$ cat config.mk
export PLATFORM = sky130hd
export DESIGN_NAME = cfs_sequencer
export DESIGN_NICKNAME = d
export VERILOG_FILES = /design/src/pkg/cfs_pkg.sv /design/src/pkg/cfs_stream_if.sv /design/src/verilog/cfs_fifo.sv /design/src/verilog/cfs_sequencer.sv
export VERILOG_INCLUDE_DIRS = /design/src /design/src/pkg
export SDC_FILE = /design/constraint.sdc
export NUM_CORES = 1
export LEC_CHECK = 0
export BUFFER_PORTS_ARGS = -buffer_cell sky130_fd_sc_hd__buf_2
export CORE_UTILIZATION = 25
export DETAILED_ROUTE_END_ITERATION = 10
export PLACE_DENSITY = 0.39
export SYNTH_ARGS = -nofsm -noshare
export SYNTH_HDL_FRONTEND = slang
export SYNTH_SLANG_ARGS = --single-unit
$ cat constraint.sdc
create_clock -name mclk -period 3.3 [get_ports mclk]
set_input_delay 0 -clock mclk [delete_from_list [all_inputs] [get_ports mclk]]
set_output_delay 0 -clock mclk [all_outputs]
set_load 0.005 [all_outputs]
$ cat src/pkg/cfs_map.svh
// Timing and geometry constants for the CCD frame clock sequencer.
// Assumes a 50 MHz mclk; included by bare name from pkg/.
`ifndef CFS_MAP_SVH
`define CFS_MAP_SVH

`define CFS_COLS        1100
`define CFS_ROWS        330
`define CFS_EXTRA       35
`define CFS_LEAD        19
`define CFS_STAGES      (`CFS_COLS + `CFS_EXTRA)
`define CFS_CLK_NS      20
`define CFS_PIX_MIN_NS  100
`define CFS_HALF        ((`CFS_PIX_MIN_NS / 2 + `CFS_CLK_NS - 1) / `CFS_CLK_NS)
`define CFS_PIX         (2 * `CFS_HALF)
`define CFS_VOVL_NS     5000
`define CFS_VSTEP       ((`CFS_VOVL_NS + `CFS_CLK_NS - 1) / `CFS_CLK_NS)
`define CFS_VLAST       5
`define CFS_PIX_W       16
`define CFS_FIFO_DEPTH  16

`endif

$ cat src/pkg/cfs_pkg.sv
// Types shared by the sequencer and its pixel buffer.
// Assumes cfs_map.svh is on the include path.
`include "cfs_map.svh"
package cfs_pkg;
    typedef enum logic [1:0] {ST_IDLE, ST_INTEG, ST_VSHIFT, ST_HREAD} cfs_state_e;
    typedef logic [`CFS_PIX_W-1:0] cfs_pix_t;
endpackage

$ cat src/pkg/cfs_stream_if.sv
// Valid/ready pixel stream between the sequencer and its buffer.
// Assumes both ends run on the same clock.
`timescale 1ns/1ps
`default_nettype none
interface cfs_stream_if;
    logic              valid;
    cfs_pkg::cfs_pix_t data;
    logic              ready;
    modport src (output valid, output data, input ready);
    modport snk (input valid, input data, output ready);
endinterface
`default_nettype wire

$ cat src/verilog/cfs_fifo.sv
// Pixel buffer: parameterised FIFO with a registered output stage.
// Assumes a synchronous active-high reset and a shared clock enable.
`include "cfs_map.svh"
`timescale 1ns/1ps
`default_nettype none
module cfs_fifo #(
    parameter int WIDTH = `CFS_PIX_W,
    parameter int DEPTH = `CFS_FIFO_DEPTH
) (
    input  wire logic   mclk,
    input  wire logic   rst,
    input  wire logic   ce,
    cfs_stream_if.snk   wr,
    cfs_stream_if.src   rd
);
    localparam int AW = $clog2(DEPTH);
    localparam int CW = $clog2(DEPTH + 1);

    logic [WIDTH-1:0] mem [DEPTH];
    logic [AW-1:0]    wp_q;
    logic [AW-1:0]    rp_q;
    logic [CW-1:0]    cnt_q;
    logic             out_v_q;
    logic [WIDTH-1:0] out_d_q;
    logic             push;
    logic             pop;

    assign wr.ready = (cnt_q != CW'(DEPTH));
    assign push     = wr.valid && wr.ready;
    // Refill the output stage whenever it is empty or being drained
    assign pop      = (cnt_q != '0) && (!out_v_q || rd.ready);
    assign rd.valid = out_v_q;
    assign rd.data  = out_d_q;

    always_ff @(posedge mclk) begin
        if (push && ce) begin
            mem[wp_q] <= wr.data;
        end
        if (pop && ce) begin
            out_d_q <= mem[rp_q];
        end
    end

    always_ff @(posedge mclk) begin
        if (rst) begin
            wp_q    <= '0;
            rp_q    <= '0;
            cnt_q   <= '0;
            out_v_q <= 1'b0;
        end else if (ce) begin
            if (push) begin
                wp_q <= AW'(wp_q + 1'b1);
            end
            if (pop) begin
                rp_q <= AW'(rp_q + 1'b1);
            end
            cnt_q <= CW'(cnt_q + CW'(push) - CW'(pop));
            if (pop) begin
                out_v_q <= 1'b1;
            end else if (rd.ready) begin
                out_v_q <= 1'b0;
            end
        end
    end
endmodule
`default_nettype wire

$ cat src/verilog/cfs_sequencer.sv
// CCD frame clock sequencer: drives the vertical, transfer, serial, summing,
// reset and lateral dump gates and buffers digitised video samples.
// Assumes an external ADC on video_in, sampled asynchronously to mclk.
`include "cfs_map.svh"
`timescale 1ns/1ps
`default_nettype none
module cfs_sequencer (
    input  wire logic                     mclk,
    input  wire logic                     rst,
    input  wire logic                     ce,
    input  wire logic                     start,
    input  wire logic                     pinned_phase_mode,
    input  wire logic                     bin2_mode,
    input  wire logic [31:0]              integ_cycles,
    input  wire logic [8:0]               dump_lines,
    input  wire logic [`CFS_PIX_W-1:0]    video_in,
    output logic                          vert_phase_a,
    output logic                          vert_phase_b,
    output logic                          vert_phase_c,
    output logic                          row_transfer_gate,
    output logic                          serial_phase_a,
    output logic                          serial_phase_b,
    output logic                          summing_well_gate,
    output logic                          sense_node_reset_gate,
    output logic                          lateral_dump_gate,
    output logic                          shutter_open,
    output logic                          busy,
    output logic                          pix_valid,
    output logic [`CFS_PIX_W-1:0]         pix_data,
    input  wire logic                     pix_ready
);
    ////////////////////////////////////////////////////////////////////////
    // Declarations
    cfs_pkg::cfs_state_e   state_q;
    logic [`CFS_PIX_W-1:0] vid_s1_q, vid_s2_q;
    logic                  mpp_q, bin_q, flush_q, vsub_q, pair_q;
    logic [8:0]            dump_left_q, row_q;
    logic [31:0]           integ_q;
    logic [2:0]            vstep_q, ph_q;
    logic [7:0]            vcnt_q;
    logic [10:0]           col_q;
    logic                  wr_valid_q;
    logic [`CFS_PIX_W-1:0] wr_data_q;
    logic                  va_d, vb_d, vc_d, tg_d, sa_d, sb_d, sg_d, rg_d, lg_d;
    logic                  pix_end, stall;

    cfs_stream_if wr_if ();
    cfs_stream_if rd_if ();

    // Vertical shift table {a, b, c, tg}
    function automatic logic [3:0] vert_step(input logic [2:0] s);
        unique case (s)
            3'h0:    vert_step = 4'hc;
            3'h1:    vert_step = 4'h4;
            3'h2:    vert_step = 4'h6;
            3'h3:    vert_step = 4'h3;
            3'h4:    vert_step = 4'h8;
            3'h5:    vert_step = 4'hc;
            default: vert_step = 4'hc;
        endcase
    endfunction

    function automatic logic in_image(input logic [10:0] c);
        in_image = (c >= 11'(`CFS_LEAD)) && (c < 11'(`CFS_LEAD + `CFS_COLS));
    endfunction

    ////////////////////////////////////////////////////////////////////////
    // Video input synchroniser; ADC runs off its own timing
    always_ff @(posedge mclk) begin
        if (ce) begin
            vid_s1_q <= video_in;
            vid_s2_q <= vid_s1_q;
        end
    end

    ////////////////////////////////////////////////////////////////////////
    // Frame sequencing
    assign pix_end = (ph_q == 3'(`CFS_PIX - 1));
    // Stalling at the pixel boundary keeps every phase full width
    assign stall   = (ph_q == 3'h0) && !wr_if.ready && !flush_q;

    always_ff @(posedge mclk) begin
        if (rst) begin
            state_q     <= cfs_pkg::ST_IDLE;
            mpp_q       <= 1'b0;
            bin_q       <= 1'b0;
            flush_q     <= 1'b0;
            vsub_q      <= 1'b0;
            pair_q      <= 1'b0;
            dump_left_q <= '0;
            row_q       <= '0;
            integ_q     <= '0;
            vstep_q     <= '0;
            vcnt_q      <= '0;
            ph_q        <= '0;
            col_q       <= '0;
        end else if (ce) begin
            unique case (state_q)
                cfs_pkg::ST_IDLE: begin
                    if (start) begin
                        state_q     <= cfs_pkg::ST_INTEG;
                        mpp_q       <= pinned_phase_mode;
                        bin_q       <= bin2_mode;
                        dump_left_q <= dump_lines;
                        row_q       <= '0;
                        integ_q     <= '0;
                    end
                end
                cfs_pkg::ST_INTEG: begin
                    integ_q <= integ_q + 32'h1;
                    if (integ_q >= integ_cycles) begin
                        state_q <= cfs_pkg::ST_VSHIFT;
                        vstep_q <= '0;
                        vcnt_q  <= '0;
                        vsub_q  <= 1'b0;
                    end
                end
                cfs_pkg::ST_VSHIFT: begin
                    vcnt_q <= 8'(vcnt_q + 1'b1);
                    if (vcnt_q == 8'(`CFS_VSTEP - 1)) begin
                        vcnt_q  <= '0;
                        vstep_q <= 3'(vstep_q + 1'b1);
                        if (vstep_q == 3'(`CFS_VLAST)) begin
                            vstep_q <= '0;
                            row_q   <= 9'(row_q + 1'b1);
                            if (dump_left_q != '0) begin
                                dump_left_q <= 9'(dump_left_q - 1'b1);
                                if (dump_left_q == 9'h1 || row_q == 9'(`CFS_ROWS - 1)) begin
                                    state_q <= cfs_pkg::ST_HREAD;
                                    flush_q <= 1'b1;
                                    col_q   <= '0;
                                    ph_q    <= '0;
                                end
                            end else if (bin_q && !vsub_q) begin
                                vsub_q <= 1'b1;
                            end else begin
                                state_q <= cfs_pkg::ST_HREAD;
                                flush_q <= 1'b0;
                                col_q   <= '0;
                                ph_q    <= '0;
                                pair_q  <= 1'b0;
                            end
                        end
                    end
                end
                cfs_pkg::ST_HREAD: begin
                    if (!stall) begin
                        ph_q <= 3'(ph_q + 1'b1);
                        if (pix_end) begin
                            ph_q   <= '0;
                            pair_q <= bin_q && !pair_q;
                            if (col_q == 11'(`CFS_STAGES - 1)) begin
                                vsub_q  <= 1'b0;
                                state_q <= (row_q >= 9'(`CFS_ROWS)) ? cfs_pkg::ST_IDLE
                                                                    : cfs_pkg::ST_VSHIFT;
                            end else begin
                                col_q <= 11'(col_q + 1'b1);
                            end
                        end
                    end
                end
            endcase
        end
    end

    ////////////////////////////////////////////////////////////////////////
    // Pin levels
    always_comb begin
        logic [3:0] v;
        v    = vert_step(vstep_q);
        va_d = !mpp_q;
        vb_d = !mpp_q;
        vc_d = 1'b0;
        tg_d = 1'b0;
        sa_d = 1'b1;
        sb_d = 1'b0;
        sg_d = 1'b1;
        rg_d = 1'b0;
        lg_d = 1'b0;
        unique case (state_q)
            cfs_pkg::ST_IDLE, cfs_pkg::ST_INTEG: begin
            end
            cfs_pkg::ST_VSHIFT: begin
                {va_d, vb_d, vc_d, tg_d} = v;
                // Pinned rest is all low; leaving it on the line-end edge would
                // move verticals while the serial phases are still switching
                if (mpp_q && (vstep_q == 3'h0)) begin
                    {va_d, vb_d, vc_d} = 3'h0;
                end
                if (dump_left_q != '0) begin
                    sb_d = 1'b1;
                    lg_d = 1'b1;
                end
            end
            cfs_pkg::ST_HREAD: begin
                sa_d = (ph_q < 3'(`CFS_HALF));
                sb_d = !sa_d;
                // Tied to a serial phase per pixel, own pattern when binning
                sg_d = bin_q ? !(pair_q && !sa_d) : sb_d;
                rg_d = (ph_q == 3'h0) && !pair_q && !stall;
            end
        endcase
    end

    always_ff @(posedge mclk) begin
        if (rst) begin
            vert_phase_a          <= 1'b0;
            vert_phase_b          <= 1'b0;
            vert_phase_c          <= 1'b0;
            row_transfer_gate     <= 1'b0;
            serial_phase_a        <= 1'b1;
            serial_phase_b        <= 1'b0;
            summing_well_gate     <= 1'b1;
            sense_node_reset_gate <= 1'b0;
            lateral_dump_gate     <= 1'b0;
            shutter_open          <= 1'b0;
            busy                  <= 1'b0;
        end else if (ce) begin
            vert_phase_a          <= va_d;
            vert_phase_b          <= vb_d;
            vert_phase_c          <= vc_d;
            row_transfer_gate     <= tg_d;
            serial_phase_a        <= sa_d;
            serial_phase_b        <= sb_d;
            summing_well_gate     <= sg_d;
            sense_node_reset_gate <= rg_d;
            lateral_dump_gate     <= lg_d;
            shutter_open          <= (state_q == cfs_pkg::ST_INTEG);
            busy                  <= (state_q != cfs_pkg::ST_IDLE);
        end
    end

    ////////////////////////////////////////////////////////////////////////
    // Sample capture into the buffer; one word per output pixel
    always_ff @(posedge mclk) begin
        if (rst) begin
            wr_valid_q <= 1'b0;
            wr_data_q  <= '0;
        end else if (ce) begin
            // A sample refused by a full buffer is held until taken, never dropped
            if (!(wr_valid_q && !wr_if.ready)) begin
                wr_valid_q <= (state_q == cfs_pkg::ST_HREAD) && pix_end && !flush_q
                              && in_image(col_q) && (!bin_q || pair_q);
                wr_data_q  <= vid_s2_q;
            end
        end
    end

    assign wr_if.valid = wr_valid_q && ce;
    assign wr_if.data  = wr_data_q;
    assign rd_if.ready = pix_ready;
    assign pix_valid   = rd_if.valid;
    assign pix_data    = rd_if.data;

    cfs_fifo #(.WIDTH(`CFS_PIX_W), .DEPTH(`CFS_FIFO_DEPTH)) u_fifo (
        .mclk (mclk),
        .rst  (rst),
        .ce   (ce),
        .wr   (wr_if),
        .rd   (rd_if)
    );

    ////////////////////////////////////////////////////////////////////////
    // Assertions
    property p_integ_static;
        @(posedge mclk) disable iff (rst)
        shutter_open && $past(shutter_open) |-> $stable({vert_phase_a, vert_phase_b, vert_phase_c});
    endproperty
    a_integ_static: assert property (p_integ_static) else $error("vertical moved in integration");

    property p_mpp_low;
        @(posedge mclk) disable iff (rst)
        mpp_q && (shutter_open || $changed(serial_phase_b)) |-> !(vert_phase_a || vert_phase_b || vert_phase_c);
    endproperty
    a_mpp_low: assert property (p_mpp_low) else $error("vertical high in pinned mode");

    property p_vert_quiet;
        @(posedge mclk) disable iff (rst)
        $changed({vert_phase_a, vert_phase_b, vert_phase_c}) |-> $stable({serial_phase_a, serial_phase_b});
    endproperty
    a_vert_quiet: assert property (p_vert_quiet) else $error("vertical change while serial moves");

    property p_tg_under_c;
        @(posedge mclk) disable iff (rst)
        row_transfer_gate |-> vert_phase_c && !vert_phase_a && !vert_phase_b && !shutter_open;
    endproperty
    a_tg_under_c: assert property (p_tg_under_c) else $error("transfer gate without charge under c");

    property p_half_width;
        @(posedge mclk) disable iff (rst || !ce)
        $rose(serial_phase_b) && !lateral_dump_gate |-> serial_phase_b[*3] ##1 !serial_phase_b;
    endproperty
    a_half_width: assert property (p_half_width) else $error("serial phase not 50 percent");

    property p_dump_high;
        @(posedge mclk) disable iff (rst)
        lateral_dump_gate |-> serial_phase_a && serial_phase_b;
    endproperty
    a_dump_high: assert property (p_dump_high) else $error("dump without serial phases high");

    property p_rg_pulse;
        @(posedge mclk) disable iff (rst || !ce)
        $rose(sense_node_reset_gate) |-> serial_phase_a ##1 !sense_node_reset_gate;
    endproperty
    a_rg_pulse: assert property (p_rg_pulse) else $error("reset gate pulse malformed");

    property p_line_len;
        @(posedge mclk) disable iff (rst)
        $fell(state_q == cfs_pkg::ST_HREAD) |-> col_q == 11'(`CFS_STAGES - 1);
    endproperty
    a_line_len: assert property (p_line_len) else $error("line shorter than 1135 stages");

    property p_bin_push;
        @(posedge mclk) disable iff (rst)
        wr_valid_q && bin_q |-> !$past(flush_q) && !pair_q;
    endproperty
    a_bin_push: assert property (p_bin_push) else $error("binned sample at wrong pixel");

    c_bin_frame: cover property (@(posedge mclk) bin_q && wr_valid_q);
    c_dump_line: cover property (@(posedge mclk) $fell(lateral_dump_gate));
    c_mpp_integ: cover property (@(posedge mclk) mpp_q && $fell(shutter_open));
    c_fifo_full: cover property (@(posedge mclk) !wr_if.ready);
endmodule
`default_nettype wire
# Word level (Yosys, flattened, before mapping)
# Memory sizes are Yosys's and may differ from the RTL's. A register that Yosys moved wholly into a read port is not among the register bits.
# Index checks and enable logic that the tools add are counted.
# word_totals
ramBits	256
regBits	156
out_inout_bits	28
n_memories	1
word_cells	224
in_bits	64
# memory_table
name	words	word_bits	read_ports	rd_ports_with_merged_regs	wr	line_no	text
u_fifo.mem	16	16	1	1	1	cfs_fifo.sv:19	logic [WIDTH-1:0] mem [DEPTH];
# classes
eq_ne	30
bitwise	1
magnitude_cmp	5
add_sub_neg	11
n_reduce_logical	60
n_mux	84
# op_table
operator	count
11-bit two-way mux	8
32-bit case mux with 2 select lines	1
9-bit two-way mux	7
9-bit case mux with 2 select lines	2
1-bit two-way mux	33
32-bit by 1-bit adder with 32-bit output (second input constant)	1
32-bit greater-or-equal comparator	1
32-bit two-way mux	1
3-bit two-way mux	10
2-bit != test (second input constant)	13
2-bit two-way mux	11
11-bit case mux with 2 select lines	1
10-bit AND reduction	2
1-bit logical AND	19
8-bit two-way mux	2
4-bit case mux with 4 select lines	1
8-bit case mux with 2 select lines	1
3-bit case mux with 2 select lines	2
6-bit AND reduction	2
2-bit nonzero test	6
11-bit by 1-bit adder with 11-bit output (second input constant)	1
11-bit == test (second input constant)	1
11-bit by 5-bit greater-or-equal comparator with 1-bit output (second input constant)	1
11-bit less-than comparator (second input constant)	1
38 further kinds	63

# Depth between registers and ports, before layout
# Gate-level depths: netlist of the first run.
# logic_depth
ltp_word	7
depth_mapped	15

# Modules after synthesis
# A second synthesis of the first run with hierarchy kept.
# hier_totals
cells_unflattened	1371
area_unflattened_um2	18297.5
# modules_own_cells
module	area_per_inst_um2	seq_area_each_um2	n_inst	cells_per_inst
cfs_fifo	10983.0	8448.1	1	526
cfs_sequencer	7314.5	3163.0	1	845

# Least setup slack after synthesis of the first run
# OpenSTA, ideal clock, no wires.
# synth_timing
kind	register to register
from	register u_fifo.cnt_q[3]
to	memory u_fifo.mem[3][0] (netlist bit), enable pin
arrival_time_ns	2.464
t_required_ns	2.891
n_path_buf	1
path_stages_with_launch	8
path_slack_ns	0.427
setup_ns	0.409
cell_sequence	dfxtp_1 -> inv_1 -> ha_1 -> nand4bb_1 -> and3_1 -> clkbuf_1 -> nand2_1 -> nor3_1
# synth_between
elab_chain_len	5
# synth_lines
item	line_no	text
start: declaration	cfs_fifo.sv:22	logic [CW-1:0] cnt_q;
start signal: assignment	cfs_fifo.sv:57	cnt_q <= CW'(cnt_q + CW'(push) - CW'(pop));
5-bit != test	cfs_fifo.sv:28	assign wr.ready = (cnt_q != CW'(DEPTH));
1-bit logical AND	cfs_fifo.sv:29	assign push = wr.valid && wr.ready;
1-bit logical AND	cfs_fifo.sv:36	if (push && ce) begin
1-bit two-way mux	cfs_fifo.sv:36	
1-bit two-way mux (implied by the code)	cfs_fifo.sv:37	mem[wp_q] <= wr.data;
end: declaration	cfs_fifo.sv:19	
# Every way passes these cells.

# Worst setup path after layout of the first run
# layout_timing
from	register u_fifo.cnt_q[3]
to	register u_fifo.cnt_q[4]
# layout_between
elab_cells_between_ends	6
# layout_lines
item	line_no	text
5-bit nonzero test	cfs_fifo.sv:31	assign pop = (cnt_q != '0) && (!out_v_q || rd.ready);
1-bit logical AND	cfs_fifo.sv:31	
named net u_fifo.pop	cfs_fifo.sv:26	logic pop;
5-bit by 1-bit subtractor with 5-bit output	cfs_fifo.sv:57	
# The timed path passes the listed nets, and every way through them passes these cells.
# A chain may end at the register's enable or synchronous reset.

==> results of run 1 <==
==> cell usage after synthesis, drive strengths merged, types with 3 or more instances <==
cell type	n	area [sq um]
mux2i	26	260
a41oi	4	35.0
nand3	32	160
nor4b	3	32.5
o22ai	5	31.3
clkbuf	40	150
nor4	7	58.8
o21ai	47	235
a22oi	6	45.0
a21o	9	67.6
xnor2	12	105
nand4	17	106
nor2	140	526
edfxtp	304	9130
and3	17	106
inv	61	229
o31ai	7	52.6
a211oi	7	52.6
o221ai	3	32.5
a211o	3	26.3
o211ai	3	22.5
o21a	3	22.5
or3	11	73.8
a21oi	57	289
and2	6	37.5
o41ai	3	26.3
nand2b	9	56.3
xor2	31	272
and4	3	26.3
nand3b	4	30.0
nand2	68	255
or4	3	27.5
buf	18	91.3
ha	54	676
o211a	3	30.0
mux4	80	1800
dfxtp	124	2480
a311oi	6	52.6
nor3	29	165
nor2b	3	18.8
==> cells by family (layout without fill, tap and decap cells) <==
family          count (synthesis)  in the layout  synth area share, %
mux                           106            106                 11.3
xor+xnor                       43             43                 2.07
fa+ha+maj                      55             55                 3.82
compound gates                182            182                 6.55
flops                         428            428                 63.8
simple gates                  363            363                 9.77
buf+inv                       121            319                 2.63
==> registers in the layout, summed over array words and instances, names as in the netlist, 2 cells and up <==
name and flops:
u_fifo.rd.data 16, u_fifo.rp_q 4, vid_s2_q 16, vcnt_q 8, vid_s1_q 16, col_q 11, u_fifo.wp_q 4, wr_data_q 16
ph_q 3, u_fifo.cnt_q 5, state_q 2, integ_q 32, dump_left_q 9, row_q 9, u_fifo.mem 256, vstep_q 3
==> per-stage QoR <==
stage                     cell area [sq um]  setup slack (ns)  utilization, %  hold slack, ns  std cells
after detailed placement              20000             0.533            27.9           0.179       2321
after global routing                  22000             0.249            30.6          0.0885       2446
after floorplan                       18200             0.427               -          0.0989       1298
final                                 22000             0.512            30.6           0.122       2446
after CTS                             22000             0.495            30.6          0.0669       2446
after global placement                20000             0.489            27.9           0.182       2321
==> layer usage <==
metal,track usage (%),vias up,share of wire [%]
met1,16.7,5546,47
li1,-,5246,-
met4,3.67,0,2.1
met3,2.10,61,3.3
met5,0,-,0
met2,20.8,171,48
==> area by class of cell <==
class | count | area share, %
multi-input combinational | 749 | 28.0
sequential | 428 | 52.9
inverter | 63 | 1.08
tap | 950 | 5.41
clock buffer | 70 | 6.28
clock inverter | 23 | 1.07
timing repair buffer | 163 | 5.25
==> timing repair <==
action	CTS	global route
gates resized for setup	0	0
buffers inserted	0	0
hold buffers	32	0
hold endpoints to repair	59	0
==> power breakdown <==
| part | internal, W | switching, W |
|---|---|---|
| Combinational | 0.00105 | 0.000858 |
| Clock | 0.00323 | 0.00225 |
| Sequential | 0.00598 | 0.000260 |
==> worst register-to-register path, stage by stage, from the launching register on <==
cell and delay (ns):
dfxtp_1 0.38, inv_1 0.08, ha_1 0.19, nor4b_1 0.14
a21oi_1 0.17, ha_1 0.25, inv_1 0.06, ha_1 0.15
inv_1 0.05, fa_1 0.39, nand2b_1 0.16, a21oi_1 0.18
nor3_1 0.06, o21ai_0 0.20, xor2_1 0.17, nor2_1 0.05
==> cells in the final DEF (no fill, tap or decap), drive strengths merged, types with 7 or more instances in the layout <==
cell,Yosys,routed
nand2,68,68
and3,17,17
o31ai,7,7
dlygate4sd3,0,32
a211oi,7,7
clkinv,2,20
nor2,140,140
a21o,9,9
dfxtp,124,124
mux2i,26,26
o21ai,47,47
nand2b,9,9
nand4,17,17
xor2,31,31
xnor2,12,12
mux4,80,80
inv,61,61
or3,11,11
ha,54,54
buf,18,131
edfxtp,304,304
clkbuf,40,70
a21oi,57,57
nand3,32,32
nor4,7,7
nor3,29,29
==> how the worst max path moves through the flow <==
| stage | startpoint | end | slack, ns |
|---|---|---|---|
| detailed placement | u_fifo.cnt_q[3] | u_fifo.cnt_q[4] | 0.53 |
| finish | u_fifo.cnt_q[3] | u_fifo.cnt_q[4] | 0.51 |
| floorplan | u_fifo.cnt_q[3] | u_fifo.mem[3][0] | 0.43 |
| global placement | u_fifo.cnt_q[3] | u_fifo.cnt_q[4] | 0.49 |
| CTS | u_fifo.cnt_q[3] | u_fifo.cnt_q[4] | 0.49 |
| global route | u_fifo.cnt_q[3] | u_fifo.cnt_q[4] | 0.25 |
==> summary.md, run 1 <==
| Metric | Value |
|---|---|
| Status | finished clean |
| Placer Congestion | between 0.7 and 0.8 |
| Mapped cell area | ~18000 sq um |
| Least-Margin Pin Slew | around 0.94 ns |
| H-tree levels | 2 |
| R2R depth | 15 |
| Pwr/cell area | between 600 and 700 nW/um^2 |
| CORE AREA | 71700 sq um |
| Area of the multi-input gates | about 6000 sq um |
| Period minus WS final | 2.79 ns |
| Leakage power figure | roughly 8 nW |
| Routed length per instance | 18.8 um |
| Clk sink count | roughly 430 |
| Die area | 73900 sq um |
| Reg-to-reg slack, setup | 0.51 ns |
| Crit Path Category | register to register |
| Worst EP arrival | ~3.2 ns |
| CP max FO | 4 |
| Netlist cell types | 76 |
| Max-Cap Viols | 0 |
| Total power draw | approximately 0.014 W |
| Total number of vias | ~11000 |
| Setup violators final | 0 |
| CP max stage delay | between 0.3 and 0.4 ns |
| Initial antenna violation count | 0 |
| Post-synth EDFFs | 304 |
| Site Rows | 98 |
| Fmax | between 0.3 and 0.4 GHz |
| Rel. slew slack | approximately 37% |
| Peak supply drop | about 0.00033 V |
| DR iter-0 viols | between 600 and 700 |
| Register area share after synthesis | a little under two thirds |
| Crit path max-delay cell type | fa_1 |
| CP cell instances | inv_1 -> ha_1 -> nor4b_1 -> a21oi_1 -> ha_1 -> inv_1 -> ha_1 -> inv_1 -> fa_1 -> nand2b_1 -> a21oi_1 -> nor3_1 -> o21ai_0 -> xor2_1 -> nor2_1 |
| Fin nets | roughly 1600 |
| CTS clk-pin slew, worst paths | around 0.06 ns |
| CP Depth | 15 |
| Yosys reg bits | ~430 |
| CP Launch Type | register |
| Sequential cell area | around 12000 sq um |
| Worst Path Buf+Inv | 3 |
| PortBufs | slightly above 90 |
| Reg2Reg Capture Point | u_fifo.cnt_q[4] |
| Vias per cell | 4.51 |
| Max clock buf depth | 3 |
| Final hold viol count | 0 |
| Congestion Overflow GR | 0 |
| Diodes inserted | 0 |
| Main synth FF type | edfxtp_1 |
| Hold_sp | video_in[4] |
| First-pass GRT wire length | a little over 70 mm |
| P&R area growth vs syn | 20.7% |
| I/O pin cnt | 92 |
| Min-Delay Endpoint | vid_s1_q[4] |
| Post-DRT Antenna Nets | 0 |
| Die W | roughly 270 um |
| Post-DP HPWL | 28.4 mm |
| Largest net degree at the start of global routing | 54 |
| Initial Util | roughly a quarter |
| CP required | 3.75 ns |
| Max Slew Vio Count | 0 |
| Num CTS Buffers | 50 |
| Launch point of the worst reg-to-reg path | u_fifo.cnt_q[3] |
| Crit-path leading delay family | adder cells |
| Async set-reset flop share out of synthesis | 0% |
| Clock Skews | around 0.031 ns |
| DR pass1 iterations | 4 |
| GRT Resource Usage Total | about an eighth |
| Final worst path period share | 84.5% |
| Setup TNS | 0 ns |
| Residual DRC count | 0 |
| TritonCTS clock tree | yes |
| WHS Path Cells | 2 |
| Fillers | around 7000 |
| RSZ-0062 raised after global routing | no |
| Syn_nets | between 1000 and 1500 |
| Clk root buf | clkbuf_16 |
| Share of cells above drive strength 1 | between 20% and 30% |
| YS warnings | 0 |
| Die height | 272 um |
| Syn Area/Cell | around 14 sq um |
| Post-Route WL | about 46 mm |
| Vias in the first global route | roughly 12000 |
| Worst Hold Class | input pin to register |
| Clock Latency Late Sink | 0.60 ns |
| CP endpoint kind | register |
| Cells after Synth | approximately 1300 |
No activity file was read; power rests on OpenSTA's default activity.
==> run 2, diff against run 1 <==
--- a/config.mk
+++ b/config.mk
@@ -9,7 +9,7 @@
 export BUFFER_PORTS_ARGS = -buffer_cell sky130_fd_sc_hd__buf_2
 export CORE_UTILIZATION = 25
 export DETAILED_ROUTE_END_ITERATION = 10
-export PLACE_DENSITY = 0.39
+export PLACE_DENSITY = 0.41
 export SYNTH_ARGS = -nofsm -noshare
 export SYNTH_HDL_FRONTEND = slang
 export SYNTH_SLANG_ARGS = --single-unit
==> constraint.sdc (replaced) <==
create_clock -name mclk -period 2.54 [get_ports mclk]
set_input_delay 0 -clock mclk [delete_from_list [all_inputs] [get_ports mclk]]
set_output_delay 0 -clock mclk [all_outputs]
set_load 0.005 [all_outputs]
==> summary.md, run 2 (same netlist as run 1, synthesis figures left out) <==
| Metric | Value |
|---|---|
| Status | finished clean |
| Initial Util | 25.4% (unchanged) |
| TritonCTS clock tree | yes |
| Crit-path leading delay family | adder cells |
| Routed length per instance | 18.1 um (-3.8%) |
| CP max FO | 2 (-2) |
| Clock Skews | 0.0231 ns (-0.00816 ns) |
| RSZ-0062 raised after global routing | yes |
| Total number of vias | 11215 (+1.7%) |
| GRT Resource Usage Total | 12.2% (-0.30 points) |
| Most common cell after layout, fill and taps aside | edfxtp_1 |
| Worst Path Buf+Inv | 3 (unchanged) |
| Leakage power figure | 8.13 nW (+4.1%) |
| Diodes inserted | 0 (unchanged) |
| Clk root buf | clkbuf_16 |
| Post-layout util | 31.5% (+0.92 points) |
| CP cell instances | inv_2 -> ha_4 -> nor4b_4 -> a21oi_2 -> ha_1 -> inv_1 -> ha_2 -> inv_2 -> fa_2 -> nand2b_4 -> a21oi_4 -> o21a_1 -> o21ai_2 -> xor2_1 -> nor2_1 |
| I/O pin cnt | 92 (unchanged) |
| Share of cells above drive strength 1 | 24.6% (+3.5 points) |
| Post-DP Area | 20400 sq um (+1.7%) |
| Max-Cap Viols | 0 (unchanged) |
| Largest net degree at the start of global routing | 68 (+26%) |
| CP endpoint kind | register |
| DR iter-0 viols | 548 (-15%) |
| Biggest regs | u_fifo.mem: 256 flops, integ_q: 32 flops |
| Clock Latency Late Sink | 0.59 ns (about the same) |
| Worst Hold Class | input pin to register |
| Number of flip-flops under the largest register name | 256 (unchanged) |
| Period minus WS final | 2.52 ns (-0.264 ns) |
| Least-Margin Pin Slew | 0.817 ns (-0.125 ns) |
| Fmax | 0.396 GHz (+10%) |
| Congestion Overflow GR | 0 (unchanged) |
| Worst EP arrival | 2.98 ns (-0.26 ns) |
| Most flops, register | u_fifo.mem |
| Post-Route WL | 45.0 mm (-2.2%) |
| CP Launch Type | register |
| Residual DRC count | 0 (unchanged) |
| Die height | 272 um (unchanged) |
| Site Rows | 98 (unchanged) |
| DR pass1 iterations | 5 (+1) |
| Vias per cell | 4.51 (about the same) |
| Max Slew Vio Count | 0 (unchanged) |
| Crit Path Category | register to register |
| Post-DP HPWL | 27.8 mm (-1.9%) |
| Hold Worst Slack | 0.119 ns (-0.00252 ns) |
| Final worst path period share | 99.4% (+15 points) |
| P&R area growth vs syn | 24.4% |
| Fin nets | 1617 (+2.7%) |
| Die area | 73900 sq um (unchanged) |
| Placer Congestion | 0.760 (+2.0%) |
| Vias in the first global route | 11490 (-0.17%) |
| Final hold viol count | 0 (unchanged) |
| Clk sink count | 428 (unchanged) |
| CP max stage delay | 0.33 ns (-0.06 ns) |
| Setup TNS | 0 ns (unchanged) |
| PortBufs | 91 (unchanged) |
| CORE AREA | 71700 sq um (unchanged) |
| Die W | 272 um (unchanged) |
| Num CTS Buffers | 50 (unchanged) |
| Post-DRT Antenna Nets | 0 (unchanged) |
| Initial antenna violation count | 0 (unchanged) |
| CP required | 2.99 ns (-0.76 ns) |
| Max clock buf depth | 3 (unchanged) |
| Rel. slew slack | 45.1% (+8.1 points) |
| Peak supply drop | 0.000476 V (+42%) |
| Top cell by count, worst path | inv_2 |
| Total power draw | 0.0186 W (+36%) |
| Pwr/cell area | 821 nW/um^2 (+32%) |
| Crit path max-delay cell type | fa_2 |
| Setup violators final | 0 (unchanged) |
| Design area | 22600 sq um (+3.0%) |
| First-pass GRT wire length | 69.6 mm (-1.6%) |
| CTS clk-pin slew, worst paths | 0.06 ns (about the same) |
| H-tree levels | 2 (unchanged) |
| Commonest non-fill, non-tap cells in the layout | edfxtp_1, nor2_1, dfxtp_1 |
==> run 2: cell count changes in the layout (fill, tap and decap cells not counted), moves of 3 or more <==
cell,before,now
clkinv_1,9,6
buf_4,35,64
clkinv_2,10,4
clkbuf_1,17,14
buf_12,6,17
inv_1,61,58
inv_2,0,3
dlygate4sd3_1,32,35
clkbuf_8,1,4
bufinv_16,4,8
==> run 2: final timing paths <==
check,startpoint,endpoint,slack [ns],cells after the start
max reg2reg,u_fifo.cnt_q[3],u_fifo.cnt_q[4],0.02,15
min reg2reg,vid_s1_q[12],vid_s2_q[12],0.41,0
max,u_fifo.cnt_q[3],u_fifo.cnt_q[4],0.02,15
min,video_in[15],vid_s1_q[15],0.12,2
==> run 2: report_power, final <==
group,total (W),internal [W],switching (W)
Sequential,0.00795,0.00777,0.000183
Combinational,0.00309,0.00168,0.00141
Clock,0.00752,0.00463,0.00289
Total,0.0186,0.0141,0.00448
==> run 2: worst reg2reg max path, delay by kind of cell (launching register included) <==
kind                     cells  cell delay [ns]
adder cells (fa/ha/maj)      4             0.93
buffers and inverters        3             0.17
XOR/XNOR                     1             0.13
AO/OA/AOI/OAI                4             0.43
flip-flops                   1             0.32
AND/OR/NAND/NOR              3             0.41
==> run 2: area by class of cell <==
cell class	count	area, sq um
repair buffers	206	1620
inverters	63	236
clock inverters	22	339
flip-flops and latches	428	11600
well taps	950	1190
clock buffers	69	1380
multi-input cells	749	6240
fillers	7174	49100
==> run 2: layer usage <==
layer	share of wire, %	track usage [%]	vias to the layer above
li1	-	-	5336
met1	46	16.2	5655
met2	48	20.5	170
met3	3.7	2.37	54
met4	1.6	2.74	0
met5	0	0	-
==> run 2: stage by stage <==
stage,std cells,worst slack [ns]
2_1_floorplan,1298,-0.176
5_1_grt,2487,-0.127
3_5_place_dp,2349,-0.197
6_report,2487,0.0158
4_1_cts,2484,-0.0166
3_3_place_gp,2349,-0.183
==> run 2: what timing repair did <==
action	CTS	global route
resized for setup	14	8
hold buffers	36	0
setup buffers	8	3
hold endpoints to repair	59	0
endpoints found under the setup margin	1	27
pin swaps	7	8
==> run 3, diff against run 2 <==
--- a/config.mk
+++ b/config.mk
@@ -9,7 +9,9 @@
 export BUFFER_PORTS_ARGS = -buffer_cell sky130_fd_sc_hd__buf_2
 export CORE_UTILIZATION = 25
 export DETAILED_ROUTE_END_ITERATION = 10
+export MAX_ROUTING_LAYER = met4
 export PLACE_DENSITY = 0.41
+export RECOVER_POWER = 25
 export SYNTH_ARGS = -nofsm -noshare
 export SYNTH_HDL_FRONTEND = slang
 export SYNTH_SLANG_ARGS = --single-unit
==> summary.md, run 3 (same netlist as run 1, synthesis figures left out) <==
| Metric | Value |
|---|---|
| Congestion Overflow GR | 0 (unchanged) |
| Vias in the first global route | 11495 (+0.044%) |
| Fmax | 0.395 GHz (-0.19%) |
| Clock Latency Late Sink | 0.59 ns (about the same) |
| CP endpoint kind | register |
| H-tree levels | 2 (unchanged) |
| Rel. slew slack | 44.4% (-0.80 points) |
| Clock Skews | 0.0235 ns (+0.000370 ns) |
| Vias per cell | 4.51 (about the same) |
| Placer Congestion | 0.771 (+1.3%) |
| Initial Util | 25.4% (unchanged) |
| Clk sink count | 428 (unchanged) |
| CP Launch Type | register |
| Share of cells above drive strength 1 | 24.3% (-0.33 points) |
| Worst EP arrival | 2.98 ns (about the same) |
| Post-Route WL | 44.9 mm (about the same) |
| PortBufs | 91 (unchanged) |
| Leakage power figure | 8.12 nW (-0.15%) |
| RSZ-0062 raised after global routing | yes |
| Routed length per instance | 18.1 um (about the same) |
| CP max FO | 2 (unchanged) |
| Clk root buf | clkbuf_16 |
| Max Slew Vio Count | 0 (unchanged) |
| Combinational share of power | 16.7% (about the same) |
| Switching fraction of total power | 24.1% (about the same) |
| Number of flip-flops under the largest register name | 256 (unchanged) |
| Worst Hold Class | input pin to register |
| Internal Power | 0.0141 W (about the same) |
| Setup WS post-layout | 0.0110 ns (-0.00474 ns) |
| I/O pin cnt | 92 (unchanged) |
| Setup violators final | 0 (unchanged) |
| Site Rows | 98 (unchanged) |
| CP required | 2.99 ns (about the same) |
| Most flops, register | u_fifo.mem |
| Peak supply drop | 0.000479 V (+0.75%) |
| DR iter-0 viols | 542 (-1.1%) |
| Pwr/cell area | 821 nW/um^2 (about the same) |
| Die height | 272 um (unchanged) |
| Diodes inserted | 0 (unchanged) |
| Post-DP HPWL | 27.8 mm (unchanged) |
| Num CTS Buffers | 50 (unchanged) |
| Max clock buf depth | 3 (unchanged) |
| Status | finished clean |
| CTS clk-pin slew, worst paths | 0.06 ns (about the same) |
| Sw Pwr | 0.00448 W (about the same) |
| Fin nets | 1617 (unchanged) |
| Part of the power in the clock network | 40.5% (about the same) |
| CORE AREA | 71700 sq um (unchanged) |
| Initial antenna violation count | 0 (unchanged) |
| Die area | 73900 sq um (unchanged) |
| Total number of vias | 11226 (+0.098%) |
| Pre-CTS setup slack | -0.197 ns (unchanged) |
| Hold Worst Slack | 0.120 ns (+0.000176 ns) |
| Least-Margin Pin Slew | 0.835 ns (+0.0182 ns) |
| Residual DRC count | 0 (unchanged) |
| GRT Resource Usage Total | 12.6% (+0.35 points) |
| Final worst path period share | 99.6% (+0.19 points) |
| Period minus WS final | 2.53 ns (+0.00474 ns) |
| First-pass GRT wire length | 69.5 mm (-0.15%) |
| Biggest regs | u_fifo.mem: 256 flops, integ_q: 32 flops |
| P&R area growth vs syn | 24.3% (about the same) |
| Die W | 272 um (unchanged) |
| Post-DRT Antenna Nets | 0 (unchanged) |
| Max-Cap Viols | 0 (unchanged) |
| DR pass1 iterations | 5 (unchanged) |
| TritonCTS clock tree | yes |
| Largest net degree at the start of global routing | 68 (unchanged) |
| Final hold viol count | 0 (unchanged) |
| Commonest non-fill, non-tap cells in the layout | edfxtp_1, nor2_1, dfxtp_1 |
| Most common cell after layout, fill and taps aside | edfxtp_1 |
| Flop pwr share | 42.8% (about the same) |
| Crit Path Category | register to register |
## run 3: cell count changes in the layout (fill, tap and decap cells not counted), sizes merged
cell / previous run / this run
clkbuf: 69 / 73
buf: 171 / 167
## run 3: final timing paths
check	slack [ns]	end	cells after the start	from
hold / removal	0.12	vid_s1_q[15]	2	video_in[15]
setup / recovery	0.01	u_fifo.cnt_q[4]	15	u_fifo.cnt_q[3]
setup reg to reg	0.01	u_fifo.cnt_q[4]	15	u_fifo.cnt_q[3]
hold reg to reg	0.41	vid_s2_q[12]	0	vid_s1_q[12]
## run 3: worst max-delay path: stages, from the launching register on
cell      delay, ns
dfxtp_2        0.32
inv_2          0.07
ha_4           0.14
nor4b_4        0.21
a21oi_2        0.08
ha_1           0.27
inv_1          0.06
ha_2           0.18
inv_2          0.04
fa_2           0.33
nand2b_4       0.15
a21oi_4        0.15
nor3_2         0.06
o21ai_1        0.14
xor2_1         0.15
nor2_1         0.05
## run 3: per-layer routing
layer | track usage [%] | up-vias | wire, um
met5 | - | - | 0
met4 | 2.74 | 0 | 738
met3 | 2.34 | 55 | 1680
met2 | 20.6 | 192 | 21800
met1 | 16.2 | 5632 | 20800
li1 | - | 5347 | -
## run 3: layout make-up
cell class | count | area, sq um
clock buffers | 69 | 1380
clock inverters | 22 | 339
fillers | 7176 | 49100
inverters | 63 | 236
multi-input cells | 749 | 6230
flip-flops and latches | 428 | 11600
well taps | 950 | 1190
repair buffers | 206 | 1610
## run 3: stage by stage
| step | utilization, % | total power [W] | setup TNS (ns) | std cells | cell area, sq um |
|---|---|---|---|---|---|
| after floorplan | - | 0.00986 | -5.64 | 1298 | 18200 |
| after global placement | 28.4 | 0.0109 | -0.183 | 2349 | 20400 |
| after detailed placement | 28.4 | 0.0109 | -0.197 | 2349 | 20400 |
| after CTS | 31.5 | 0.0188 | -0.0166 | 2484 | 22600 |
| after global routing | 31.5 | 0.0194 | -0.458 | 2487 | 22600 |
| final | 31.5 | 0.0186 | 0 | 2487 | 22600 |
## run 3: power groups by stage
stage               registers (W)  clock network, W  logic, W
finish                    0.00795           0.00752   0.00309
floorplan                 0.00804                 0   0.00183
global route              0.00798           0.00804   0.00339
global placement          0.00809                 0   0.00280
CTS                       0.00796           0.00778   0.00308
detailed placement        0.00809                 0   0.00280
## run 3: timing repair
item / CTS / global route
endpoints found under the hold margin: 59 / 0
resized for setup: 14 / 8
hold buffers: 36 / 0
setup buffers: 8 / 3
endpoints found under the setup margin: 1 / 28
pin swaps: 7 / 5
